$ cat src/include/gpp_pkg.sv
// Package for the general purpose I/O port: register map, modes and sensitivity codes
package gpp_pkg;

    localparam int PIN_COUNT = 8;

    // Register byte addresses on the AXI4-Lite bus
    localparam logic [7:0] OFS_VALUE     = 8'h00;
    localparam logic [7:0] OFS_DIRECTION = 8'h04;
    localparam logic [7:0] OFS_OPTION    = 8'h08;
    localparam logic [7:0] OFS_SENSE     = 8'h0C;
    localparam logic [7:0] OFS_GROUP     = 8'h10;
    localparam logic [7:0] OFS_STATUS    = 8'h14;

    // Reset values
    localparam logic [7:0] RST_VALUE     = 8'h00;
    localparam logic [7:0] RST_DIRECTION = 8'h00;
    localparam logic [7:0] RST_OPTION    = 8'h00;
    localparam logic [7:0] RST_GROUP     = 8'h00;
    localparam logic [3:0] RST_SENSE     = 4'h0;

    // Sensitivity register: two bits per interrupt group
    localparam int SENSE_G0_LSB = 0;
    localparam int SENSE_G1_LSB = 2;

    // AXI responses
    localparam logic [1:0] RESP_OKAY   = 2'h0;
    localparam logic [1:0] RESP_SLVERR = 2'h2;

    // Pin modes from direction and option bits
    localparam logic [1:0] MODE_FLOAT_IN  = 2'h0;
    localparam logic [1:0] MODE_IRQ_IN    = 2'h1;
    localparam logic [1:0] MODE_OD_OUT    = 2'h2;
    localparam logic [1:0] MODE_PP_OUT    = 2'h3;

    // Sensitivity codes
    typedef enum logic [1:0] {
        SENS_FALL_LOW = 2'h0,
        SENS_RISE     = 2'h1,
        SENS_FALL     = 2'h2,
        SENS_BOTH     = 2'h3
    } gpp_sense_t;

endpackage

$ cat src/rtl/gpp_irq_group.sv
// One external interrupt group: qualify enabled pins, OR them, hold the request
`timescale 1ns/100ps
module gpp_irq_group
    import gpp_pkg::*;
#(
    parameter int WIDTH = 8
) (
    // Clock and reset
    input  wire logic             aclk,
    input  wire logic             aresetn,
    // Pin side
    input  wire logic [WIDTH-1:0] pin_sync,
    input  wire logic [WIDTH-1:0] src_en,
    input  wire logic [1:0]       sense,
    input  wire logic             sense_wr,
    // CPU side
    input  wire logic             vector_fetch,
    output logic                  pending
);

    logic [WIDTH-1:0] pin_prev;
    logic [WIDTH-1:0] qualified;
    logic             event_hit;

    always_ff @(posedge aclk) begin
        if (!aresetn) begin
            pin_prev <= '0;
        end else begin
            pin_prev <= pin_sync;
        end
    end

    always_comb begin
        qualified = '0;
        for (int i = 0; i < WIDTH; i++) begin
            case (gpp_sense_t'(sense))
                SENS_FALL_LOW: qualified[i] = src_en[i] & ~pin_sync[i] & pin_prev[i];
                SENS_RISE:     qualified[i] = src_en[i] & pin_sync[i] & ~pin_prev[i];
                SENS_FALL:     qualified[i] = src_en[i] & ~pin_sync[i] & pin_prev[i];
                SENS_BOTH:     qualified[i] = src_en[i] & (pin_sync[i] ^ pin_prev[i]);
                default:       qualified[i] = 1'b0;
            endcase
            if (gpp_sense_t'(sense) == SENS_FALL_LOW) begin
                qualified[i] = src_en[i] & ~pin_sync[i];
            end
        end
        event_hit = |qualified;
    end

    // Sensitivity write discards, vector fetch clears, a new event wins over both
    always_ff @(posedge aclk) begin
        if (!aresetn) begin
            pending <= 1'b0;
        end else if (event_hit) begin
            pending <= 1'b1;
        end else if (sense_wr || vector_fetch) begin
            pending <= 1'b0;
        end
    end

endmodule

$ cat src/rtl/gpp_port.sv
// Eight pin general purpose I/O port with AXI4-Lite registers and external interrupts
`timescale 1ns/100ps
// Summary of operation
// - Up to eight pins; bit x of each register but the sensitivity register belongs to pin x only.
// - Direction bit clear makes an input; value reads return the pin level.
// - Writing value of an input pin only loads the latch.
// - Direction bit set drives the latch out; reads return the latch.
// - Push-pull drives 0 and 1; open-drain drives 0 and releases on 1.
// - An interrupt input pin raises an external request on its event.
// - Enabled pins of a group are qualified by sensitivity, then ORed.
// - Request latch is hidden from software; vector fetch clears it.
// - Changing a group's sensitivity cancels its pending request.
// - Request reaches the CPU only with interrupt mode and mask inactive.
// - A peripheral claiming a pin overrides the standard configuration.
// - Peripheral outputs force output mode, push-pull or open-drain as chosen.
// - Peripheral inputs need input mode; value reads still show the pin.
// - Input pin with peripheral output reads back the peripheral's output.
// - Output pin with peripheral input feeds the peripheral the latch.
// - Direction,option: 00 float, 01 pull-up/irq, 10 open-drain, 11 push-pull.
module gpp_port
    import gpp_pkg::*;
#(
    parameter int          PINS     = PIN_COUNT,
    parameter logic [7:0]  IRQ_PINS = 8'hFF
) (
    // Clock and reset
    input  wire logic             aclk,
    input  wire logic             aresetn,
    // AXI4-Lite write address
    input  wire logic [7:0]       s_axi_awaddr,
    input  wire logic             s_axi_awvalid,
    output logic                  s_axi_awready,
    // AXI4-Lite write data
    input  wire logic [31:0]      s_axi_wdata,
    input  wire logic [3:0]       s_axi_wstrb,
    input  wire logic             s_axi_wvalid,
    output logic                  s_axi_wready,
    // AXI4-Lite write response
    output logic [1:0]            s_axi_bresp,
    output logic                  s_axi_bvalid,
    input  wire logic             s_axi_bready,
    // AXI4-Lite read address
    input  wire logic [7:0]       s_axi_araddr,
    input  wire logic             s_axi_arvalid,
    output logic                  s_axi_arready,
    // AXI4-Lite read data
    output logic [31:0]           s_axi_rdata,
    output logic [1:0]            s_axi_rresp,
    output logic                  s_axi_rvalid,
    input  wire logic             s_axi_rready,
    // Pads
    input  wire logic [PINS-1:0]  pin_in,
    output logic [PINS-1:0]       pin_out,
    output logic [PINS-1:0]       pin_oe_n,
    output logic [PINS-1:0]       pin_pullup,
    // Alternate function
    input  wire logic [PINS-1:0]  alt_claim,
    input  wire logic [PINS-1:0]  alt_out_en,
    input  wire logic [PINS-1:0]  alt_out_od,
    input  wire logic [PINS-1:0]  alt_out,
    output logic [PINS-1:0]       alt_in,
    // CPU interrupt interface
    input  wire logic             irq_mask,
    input  wire logic [1:0]       vector_fetch,
    output logic [1:0]            ext_irq
);

    ////////////////////////////////////////////////////////////////////////////
    logic [PINS-1:0] port_pin_value;
    logic [PINS-1:0] port_pin_direction;
    logic [PINS-1:0] port_pin_option;
    logic [PINS-1:0] irq_group;
    logic [3:0]      ext_irq_sensitivity_reg;
    logic [PINS-1:0] pin_meta;
    logic [PINS-1:0] pin_sync;
    logic [1:0]      pending;
    logic [1:0]      sense_wr;

    logic [7:0]      aw_addr;
    logic            aw_have;
    logic [31:0]     w_data;
    logic [3:0]      w_strb;
    logic            w_have;
    logic            do_write;

    assign do_write = aw_have && w_have && !s_axi_bvalid;

    ////////////////////////////////////////////////////////////////////////////
    // Two-flop synchroniser; first stage is read by nothing else
    always_ff @(posedge aclk) begin
        if (!aresetn) begin
            pin_meta <= '0;
            pin_sync <= '0;
        end else begin
            pin_meta <= pin_in;
            pin_sync <= pin_meta;
        end
    end

    ////////////////////////////////////////////////////////////////////////////
    // Write channel: address and data taken in either order
    always_ff @(posedge aclk) begin
        if (!aresetn) begin
            aw_have       <= 1'b0;
            aw_addr       <= 8'h00;
            s_axi_awready <= 1'b0;
        end else begin
            s_axi_awready <= !aw_have && !s_axi_awready && s_axi_awvalid;
            if (s_axi_awvalid && s_axi_awready) begin
                aw_have <= 1'b1;
                aw_addr <= s_axi_awaddr;
            end else if (do_write) begin
                aw_have <= 1'b0;
            end
        end
    end

    always_ff @(posedge aclk) begin
        if (!aresetn) begin
            w_have       <= 1'b0;
            w_data       <= 32'h0000_0000;
            w_strb       <= 4'h0;
            s_axi_wready <= 1'b0;
        end else begin
            s_axi_wready <= !w_have && !s_axi_wready && s_axi_wvalid;
            if (s_axi_wvalid && s_axi_wready) begin
                w_have <= 1'b1;
                w_data <= s_axi_wdata;
                w_strb <= s_axi_wstrb;
            end else if (do_write) begin
                w_have <= 1'b0;
            end
        end
    end

    always_ff @(posedge aclk) begin
        if (!aresetn) begin
            s_axi_bvalid <= 1'b0;
            s_axi_bresp  <= RESP_OKAY;
        end else if (do_write) begin
            s_axi_bvalid <= 1'b1;
            s_axi_bresp  <= (aw_addr <= OFS_GROUP && aw_addr[1:0] == 2'h0)
                            ? RESP_OKAY : RESP_SLVERR;
        end else if (s_axi_bready) begin
            s_axi_bvalid <= 1'b0;
        end
    end

    ////////////////////////////////////////////////////////////////////////////
    // Register writes: every register except the sensitivity register holds pin x in bit x
    always_ff @(posedge aclk) begin
        if (!aresetn) begin
            port_pin_value          <= RST_VALUE;
            port_pin_direction      <= RST_DIRECTION;
            port_pin_option         <= RST_OPTION;
            irq_group               <= RST_GROUP;
            ext_irq_sensitivity_reg <= RST_SENSE;
            sense_wr                <= 2'h0;
        end else begin
            sense_wr <= 2'h0;
            if (do_write && w_strb[0]) begin
                case (aw_addr)
                    OFS_VALUE:     port_pin_value     <= w_data[PINS-1:0];
                    OFS_DIRECTION: port_pin_direction <= w_data[PINS-1:0];
                    OFS_OPTION:    port_pin_option    <= w_data[PINS-1:0];
                    OFS_GROUP:     irq_group          <= w_data[PINS-1:0];
                    OFS_SENSE: begin
                        ext_irq_sensitivity_reg <= w_data[3:0];
                        // Any write to the sensitivity register cancels the requests of both groups
                        sense_wr <= 2'h3;
                    end
                    default: ;
                endcase
            end
        end
    end

    ////////////////////////////////////////////////////////////////////////////
    // Pad drive and alternate function routing
    logic [PINS-1:0] eff_dir;
    logic [PINS-1:0] eff_od;
    logic [PINS-1:0] eff_val;
    logic [PINS-1:0] read_value;
    logic [PINS-1:0] irq_in_mode;

    always_comb begin
        for (int i = 0; i < PINS; i++) begin
            // Claimed peripheral output forces output mode
            eff_dir[i] = (alt_claim[i] && alt_out_en[i]) ? 1'b1
                                                          : port_pin_direction[i];
            eff_od[i]  = (alt_claim[i] && alt_out_en[i]) ? alt_out_od[i]
                                                          : !port_pin_option[i];
            eff_val[i] = (alt_claim[i] && alt_out_en[i]) ? alt_out[i]
                                                          : port_pin_value[i];
            // Read value: latch for outputs, pin for inputs, peripheral output on override of an input
            if (port_pin_direction[i]) begin
                read_value[i] = port_pin_value[i];
            end else if (alt_claim[i] && alt_out_en[i]) begin
                read_value[i] = alt_out[i];
            end else begin
                read_value[i] = pin_sync[i];
            end
            irq_in_mode[i] = IRQ_PINS[i] && !port_pin_direction[i]
                             && port_pin_option[i] && !alt_claim[i];
        end
    end

    // Pads hold their state in wait and halt: nothing here depends on power state
    always_ff @(posedge aclk) begin
        if (!aresetn) begin
            pin_out    <= '0;
            pin_oe_n   <= '1;
            pin_pullup <= '0;
            alt_in     <= '0;
        end else begin
            for (int i = 0; i < PINS; i++) begin
                pin_out[i]    <= eff_val[i] && !eff_od[i];
                // Open-drain drives only a low level
                pin_oe_n[i]   <= !(eff_dir[i] && (!eff_od[i] || !eff_val[i]));
                pin_pullup[i] <= !eff_dir[i] && port_pin_option[i];
                alt_in[i]     <= port_pin_direction[i] ? port_pin_value[i]
                                                       : pin_sync[i];
            end
        end
    end

    ////////////////////////////////////////////////////////////////////////////
    // Two interrupt groups; irq_group bit picks the group of each pin
    for (genvar g = 0; g < 2; g++) begin : grp
        logic [PINS-1:0] en;
        assign en = irq_in_mode & (g == 0 ? ~irq_group : irq_group);
        gpp_irq_group #(.WIDTH(PINS)) u_grp (
            .aclk         (aclk),
            .aresetn      (aresetn),
            .pin_sync     (pin_sync),
            .src_en       (en),
            .sense        (ext_irq_sensitivity_reg[2*g +: 2]),
            .sense_wr     (sense_wr[g]),
            .vector_fetch (vector_fetch[g]),
            .pending      (pending[g])
        );
    end

    // Masked CPU sees no request; pending stays held for later
    always_ff @(posedge aclk) begin
        if (!aresetn) begin
            ext_irq <= 2'h0;
        end else begin
            ext_irq <= pending & {2{!irq_mask}};
        end
    end

    ////////////////////////////////////////////////////////////////////////////
    // Read channel, one word at a time
    always_ff @(posedge aclk) begin
        if (!aresetn) begin
            s_axi_arready <= 1'b0;
            s_axi_rvalid  <= 1'b0;
            s_axi_rdata   <= 32'h0000_0000;
            s_axi_rresp   <= RESP_OKAY;
        end else begin
            s_axi_arready <= !s_axi_arready && !s_axi_rvalid && s_axi_arvalid;
            if (s_axi_arvalid && s_axi_arready) begin
                s_axi_rvalid <= 1'b1;
                s_axi_rresp  <= RESP_OKAY;
                case (s_axi_araddr)
                    OFS_VALUE:     s_axi_rdata <= {24'h000000, read_value};
                    OFS_DIRECTION: s_axi_rdata <= {24'h000000, port_pin_direction};
                    OFS_OPTION:    s_axi_rdata <= {24'h000000, port_pin_option};
                    OFS_SENSE:     s_axi_rdata <= {28'h0000000, ext_irq_sensitivity_reg};
                    OFS_GROUP:     s_axi_rdata <= {24'h000000, irq_group};
                    OFS_STATUS:    s_axi_rdata <= {24'h000000, pin_sync};
                    default: begin
                        s_axi_rdata <= 32'h0000_0000;
                        s_axi_rresp <= RESP_SLVERR;
                    end
                endcase
            end else if (s_axi_rready) begin
                s_axi_rvalid <= 1'b0;
            end
        end
    end
endmodule

$ cat config.mk
export PLATFORM = sky130hd
export DESIGN_NAME = gpp_port
export DESIGN_NICKNAME = d
export VERILOG_FILES = /design/src/include/gpp_pkg.sv /design/src/rtl/gpp_irq_group.sv /design/src/rtl/gpp_port.sv
export SDC_FILE = /design/constraint.sdc
export NUM_CORES = 1
export LEC_CHECK = 0
export ABC_AREA = 1
export BUFFER_PORTS_ARGS = -buffer_cell sky130_fd_sc_hd__buf_2
export CORE_UTILIZATION = 57
export CTS_BUF_LIST = sky130_fd_sc_hd__clkbuf_8
export DETAILED_ROUTE_END_ITERATION = 8
export PLACE_DENSITY = 0.87
export SYNTH_ARGS = -nofsm -noshare
export SYNTH_HDL_FRONTEND = slang
export SYNTH_SLANG_ARGS = --single-unit
$ cat constraint.sdc
create_clock -name aclk -period 4 [get_ports aclk]
set_input_delay 1 -clock aclk [delete_from_list [all_inputs] [get_ports aclk]]
set_output_delay 1 -clock aclk [all_outputs]
set_load 0.02 [all_outputs]
* Word level (Yosys, flattened, before mapping)
Index checks and enable logic that the tools add are counted.
** Storage, ports and cells
- Logic and storage cells :: 403
- Flip-flop bits (word level) :: 158
- Input port bits :: 102
** Cells by class
- Mux-type cells :: 95
- Magnitude comparators :: 1
- Equality and inequality tests :: 15
- Reductions and logical operators :: 155
- Bitwise operators :: 108
** Operator list (count)
- $and A1 B1 Y1 :: 80
- $mux W1 :: 75
- $logic_not A1 Y1 :: 64
- $logic_and A1 B1 Y1 :: 61
- $pmux W1 S3 :: 16
- $pmux W8 S6 :: 1
- $eq A8 B4 Y1 const B :: 4
- $eq A8 B5 Y1 const B :: 3
- $and A8 B8 Y8 :: 2
- $eq A8 B3 Y1 const B :: 2
- $logic_not A8 Y1 :: 2
- $not A1 Y1 :: 16
- $reduce_or A8 Y1 :: 2
- $reduce_and A2 Y1 :: 6
- $reduce_bool A2 Y1 :: 6
- $logic_or A1 B1 Y1 :: 10
- $eq A2 B2 Y1 const B :: 4
- $le A8 B5 Y1 const B :: 1
- $not A8 Y8 :: 1
- $xor A1 B1 Y1 :: 8
- $logic_not A2 Y1 :: 3
- $mux W2 :: 3
- $reduce_or A6 Y1 :: 1
- $eq A2 B1 Y1 const B :: 2
- $and A2 B2 Y2 :: 1

* Depth between registers and ports, before layout
- Word-level depth :: 10
- Depth in mapped cells :: 11
- Mapped depth without buffers :: 11

* Modules after synthesis
From an unflattened synthesis, not the netlist that was laid out.
** Second synthesis, totals
- Cell total of the unflattened synthesis :: 880
- Area total of the unflattened synthesis :: 6229.7 um2
** Modules (own cells, without submodules)
- gpp_port :: area each 5161.2 um2, cells an instance 728, sequential area each 2422.3 um2, instances 1
- gpp_irq_group :: area each 534.3 um2, cells an instance 76, sequential area each 180.2 um2, instances 2

* Worst setup path after synthesis
No wires, ideal clock.
- Kind :: in2reg
- Start :: in s_axi_araddr[5]
- End :: reg s_axi_rdata[0]
- Path buffers :: 1
- Stages on the path :: 10
- Library setup time :: 71 ps
- Setup slack :: 2091 ps
- Data required time :: 3929 ps
- Data arrival time :: 1838 ps
- Cell sequence :: inv_1 -> nand2_1 -> nor2_1 -> buf_4 -> nand3_1 -> nand2_1 -> inv_1 -> nand2_1 -> nand2_1 -> a21oi_1
** Between the ends
- Word-level cells in the longest chain between the ends :: 2
- Elaborated cells on any way between the ends :: 7
** RTL lines
- start: declaration :: line gpp_port.sv:43 : input wire logic [7:0] s_axi_araddr,
- $eq A8 B5 Y1 (tied with other cells) :: line gpp_port.sv:266 : case (s_axi_araddr)
- $pmux W8 S6 * :: line gpp_port.sv:266
- end signal: assignment :: line gpp_port.sv:267 : OFS_VALUE: s_axi_rdata <= {24'h000000, read_value};
- end signal: assignment :: line gpp_port.sv:268 : OFS_DIRECTION: s_axi_rdata <= {24'h000000, port_pin_direction};
- end signal: assignment :: line gpp_port.sv:269 : OFS_OPTION: s_axi_rdata <= {24'h000000, port_pin_option};
- end: declaration :: line gpp_port.sv:47 : output logic [31:0] s_axi_rdata,
Every way passes the cells marked *; elsewhere a longest branch is shown, timed or not.
A chain may end at the register's enable or synchronous reset.

* Worst setup path after layout
- Start :: in s_axi_araddr[5]
- End :: reg s_axi_rdata[7]
The elaborated chain is that of the path after synthesis.

==> flow_summary.toml <==
[status]
status = "finished clean"

[route]
vias = 5720
finalWirelength_mm = 14.3
wl_per_cell_um = 13.0
drt_iter0_markers = 533
drcViolationCount = 0
drt_pass1_iterations = 5
antenna_left = 0
viasPerCell = 5.21

[sta]
slew_headroom = 0.181
worstMarginPinSlew_ps = 1230
rsz0062_at_grt = "false"
slew_viol_final = 0
finalHoldViolations = 0
setup-tns-final_ps = 0
period_share = 0.573
finalCriticalPeriod_ps = 2290
clock-skew-final_ps = 8.44
max_freq_mhz = 436
setup_viol = 0

[critical_path]
cp_top_family = "simple AND/OR/NAND/NOR gates"
max_stage_delay_ps = 610
worstPathCellList = "buf_2 > inv_1 > nand2_1 > nor2_1 > nand2_1 > o22ai_1 > nor2_1 > a21oi_1"
worst-path-buf-inv = 2
endpoint_kind = "flip-flop"
r2r_cells = 7
r2r_slack_ps = 2230
cp-start-kind = "primary input"
r2r_start = "ext_irq_sensitivity_reg[1]"
rr_endpoint = "grp[0].u_grp.pending"
worstPathRequired_ps = 4360
cp_max_fo = 11
crit_type = "primary input to flip-flop"
worstPathArrival_ps = 2650
crit_slowest_cell = "nor2_1"

[finish]
final_common_cell = "nand2_1"
drive_gt1_frac = 0.177
area_delta_synth_final_pct = 16.7
layout.nets = 1054
final_cell_mix = "nand2_1 (193), dfxtp_1 (131), buf_2 (123)"
fillers = 895
utilization = 0.692
diodes = 0
fin_area_um2 = 6800

[pwr]
p_int_mw = 1.96
vdd_drop_max_mv = 0.259
clock_power_share = 0.409
p_per_area_nw_per_um2 = 393
p_leak_nw = 3.19
sw_frac_of_total = 0.265
power_frac_seq = 0.508
combPwrFrac = 0.082
p_total_mw = 2.67
power_switching_uw = 708

[placement]
placed_cell_area_um2 = 6400
portBuffers = 123
place_congestion = 0.932
dpl.hpwl_mm = 9.87

[job]
drv_cap = 0

[floorplan]
num_io_pins = 177
start_util = 0.593
die_width_um = 103
die_h_um = 103
rows = 36
dieArea_um2 = 10600
core-area_um2 = 9820

[grt]
antenna_found_initial = 0
grt.total_usage = 0.282
grt_pass1_wl_mm = 23.0
grt_pass1_vias = 5089
grt_max_degree = 102
overflow = 0

[clock_network]
clockBufferDepth = 2
cts_setup_buffers = 0
clk_latency_ps = 430
clockRootBuffer = "clkbuf_8"
post_cts_resized = 0
ctsHoldBuffers = 0
cts_made_buffers = 17
cts_sinks = 131
ctsHtreeMaxLevel = 4
clk_pin_slew_ps = 70
cts_tree = "built"

[yosys]
yosysSeqAreaShare = 0.450
syn_area_um2 = 5820
yosysTopAreaCell = "dfxtp_1"
synth_top_area_frac = 0.450
syn-mean-instance-area_um2 = 6.99
yosys_warnings = 0
yosys-top-cells-area = "dfxtp_1 (45%), nand2_1 (12%), o21ai_0 (8.3%), inv_1 (6.3%), nand3_1 (5.8%)"
syn_inst = 833
synth_cell_types = 31
ys_ff_latch = 131

[min_path]
min_from = "pin_meta[6]"
min_path_cells = 2
hp-class = "flip-flop to flip-flop"
worstHoldEndpoint = "pin_sync[6]"
==> synthesized netlist by cell type (all sizes together) <==
cell    count
conb        1
dfxtp     131
a31oi       1
buf        36
nand3      68
nor4        1
nand4       8
o21ai      98
nor2       88
clkinv      2
nand2     196
inv        98
nor3b       1
o22ai       8
nor3       16
clkbuf     14
nand3b      2
a21oi      64
==> layer usage <==
layer	global-route usage	wire, µm	up-vias
met5	0	0	-
met4	0.134	369	0
met3	0.0549	1440	43
met2	0.476	6710	317
met1	0.348	5760	2480
li1	-	-	2880
==> logic make-up after synthesis <==
| kind of cell | after synthesis | share of synthesized area |
|---|---|---|
| buf+inv | 150 | 0.118 |
| other cells | 1 | 0.000644 |
| simple gates | 380 | 0.281 |
| flops | 131 | 0.450 |
| compound gates | 171 | 0.150 |
==> how the worst max path moves through the flow <==
stage	endpoint	depth (start not counted)	slack [ps]	startpoint
after global routing	s_axi_rdata[7]	8	1610	s_axi_araddr[5]
after global placement	s_axi_rdata[5]	8	1370	s_axi_araddr[5]
after floorplan	s_axi_rdata[0]	10	2090	s_axi_araddr[5]
after CTS	s_axi_rdata[7]	8	1790	s_axi_araddr[5]
final	s_axi_rdata[7]	8	1710	s_axi_araddr[5]
after detailed placement	s_axi_rdata[5]	8	1340	s_axi_araddr[5]
==> worst reg2reg max path: stages, from the launching register on <==
cell and delay, ps:
dfxtp_1 600, inv_1 120, nand2_1 320, nand3_1 130, nand4_1 100, nand3_1 100
nor2_1 160, a21oi_1 80
==> through the flow <==
step                      instances  hold slack [ps]  setup WS [ps]
after global placement         1066              402           1370
after detailed placement       1066              400           1340
final                          1098              417           1710
after CTS                      1098              419           1790
after floorplan                 858              390           2090
after global routing           1098              437           1610
==> area by class of cell <==
class / count / area, µm² / area share
clock buffers: 17 / 234 / 0.0344
clock inverters: 15 / 159 / 0.0234
inverters: 100 / 377 / 0.0554
multi-input cells: 577 / 2610 / 0.384
flip-flops and latches: 131 / 2620 / 0.386
well taps: 133 / 166 / 0.0245
repair buffers: 125 / 631 / 0.0928
==> power by group through the flow <==
| stage | clock network [mW] | logic [mW] | registers, mW |
|---|---|---|---|
| 4_1_cts | 1.10 | 0.218 | 1.36 |
| 2_1_floorplan | 0 | 0.150 | 1.40 |
| 3_5_place_dp | 0 | 0.217 | 1.39 |
| 3_3_place_gp | 0 | 0.213 | 1.39 |
| 5_1_grt | 1.17 | 0.250 | 1.36 |
| 6_report | 1.09 | 0.220 | 1.36 |
(Power assumes the default switching activity.)
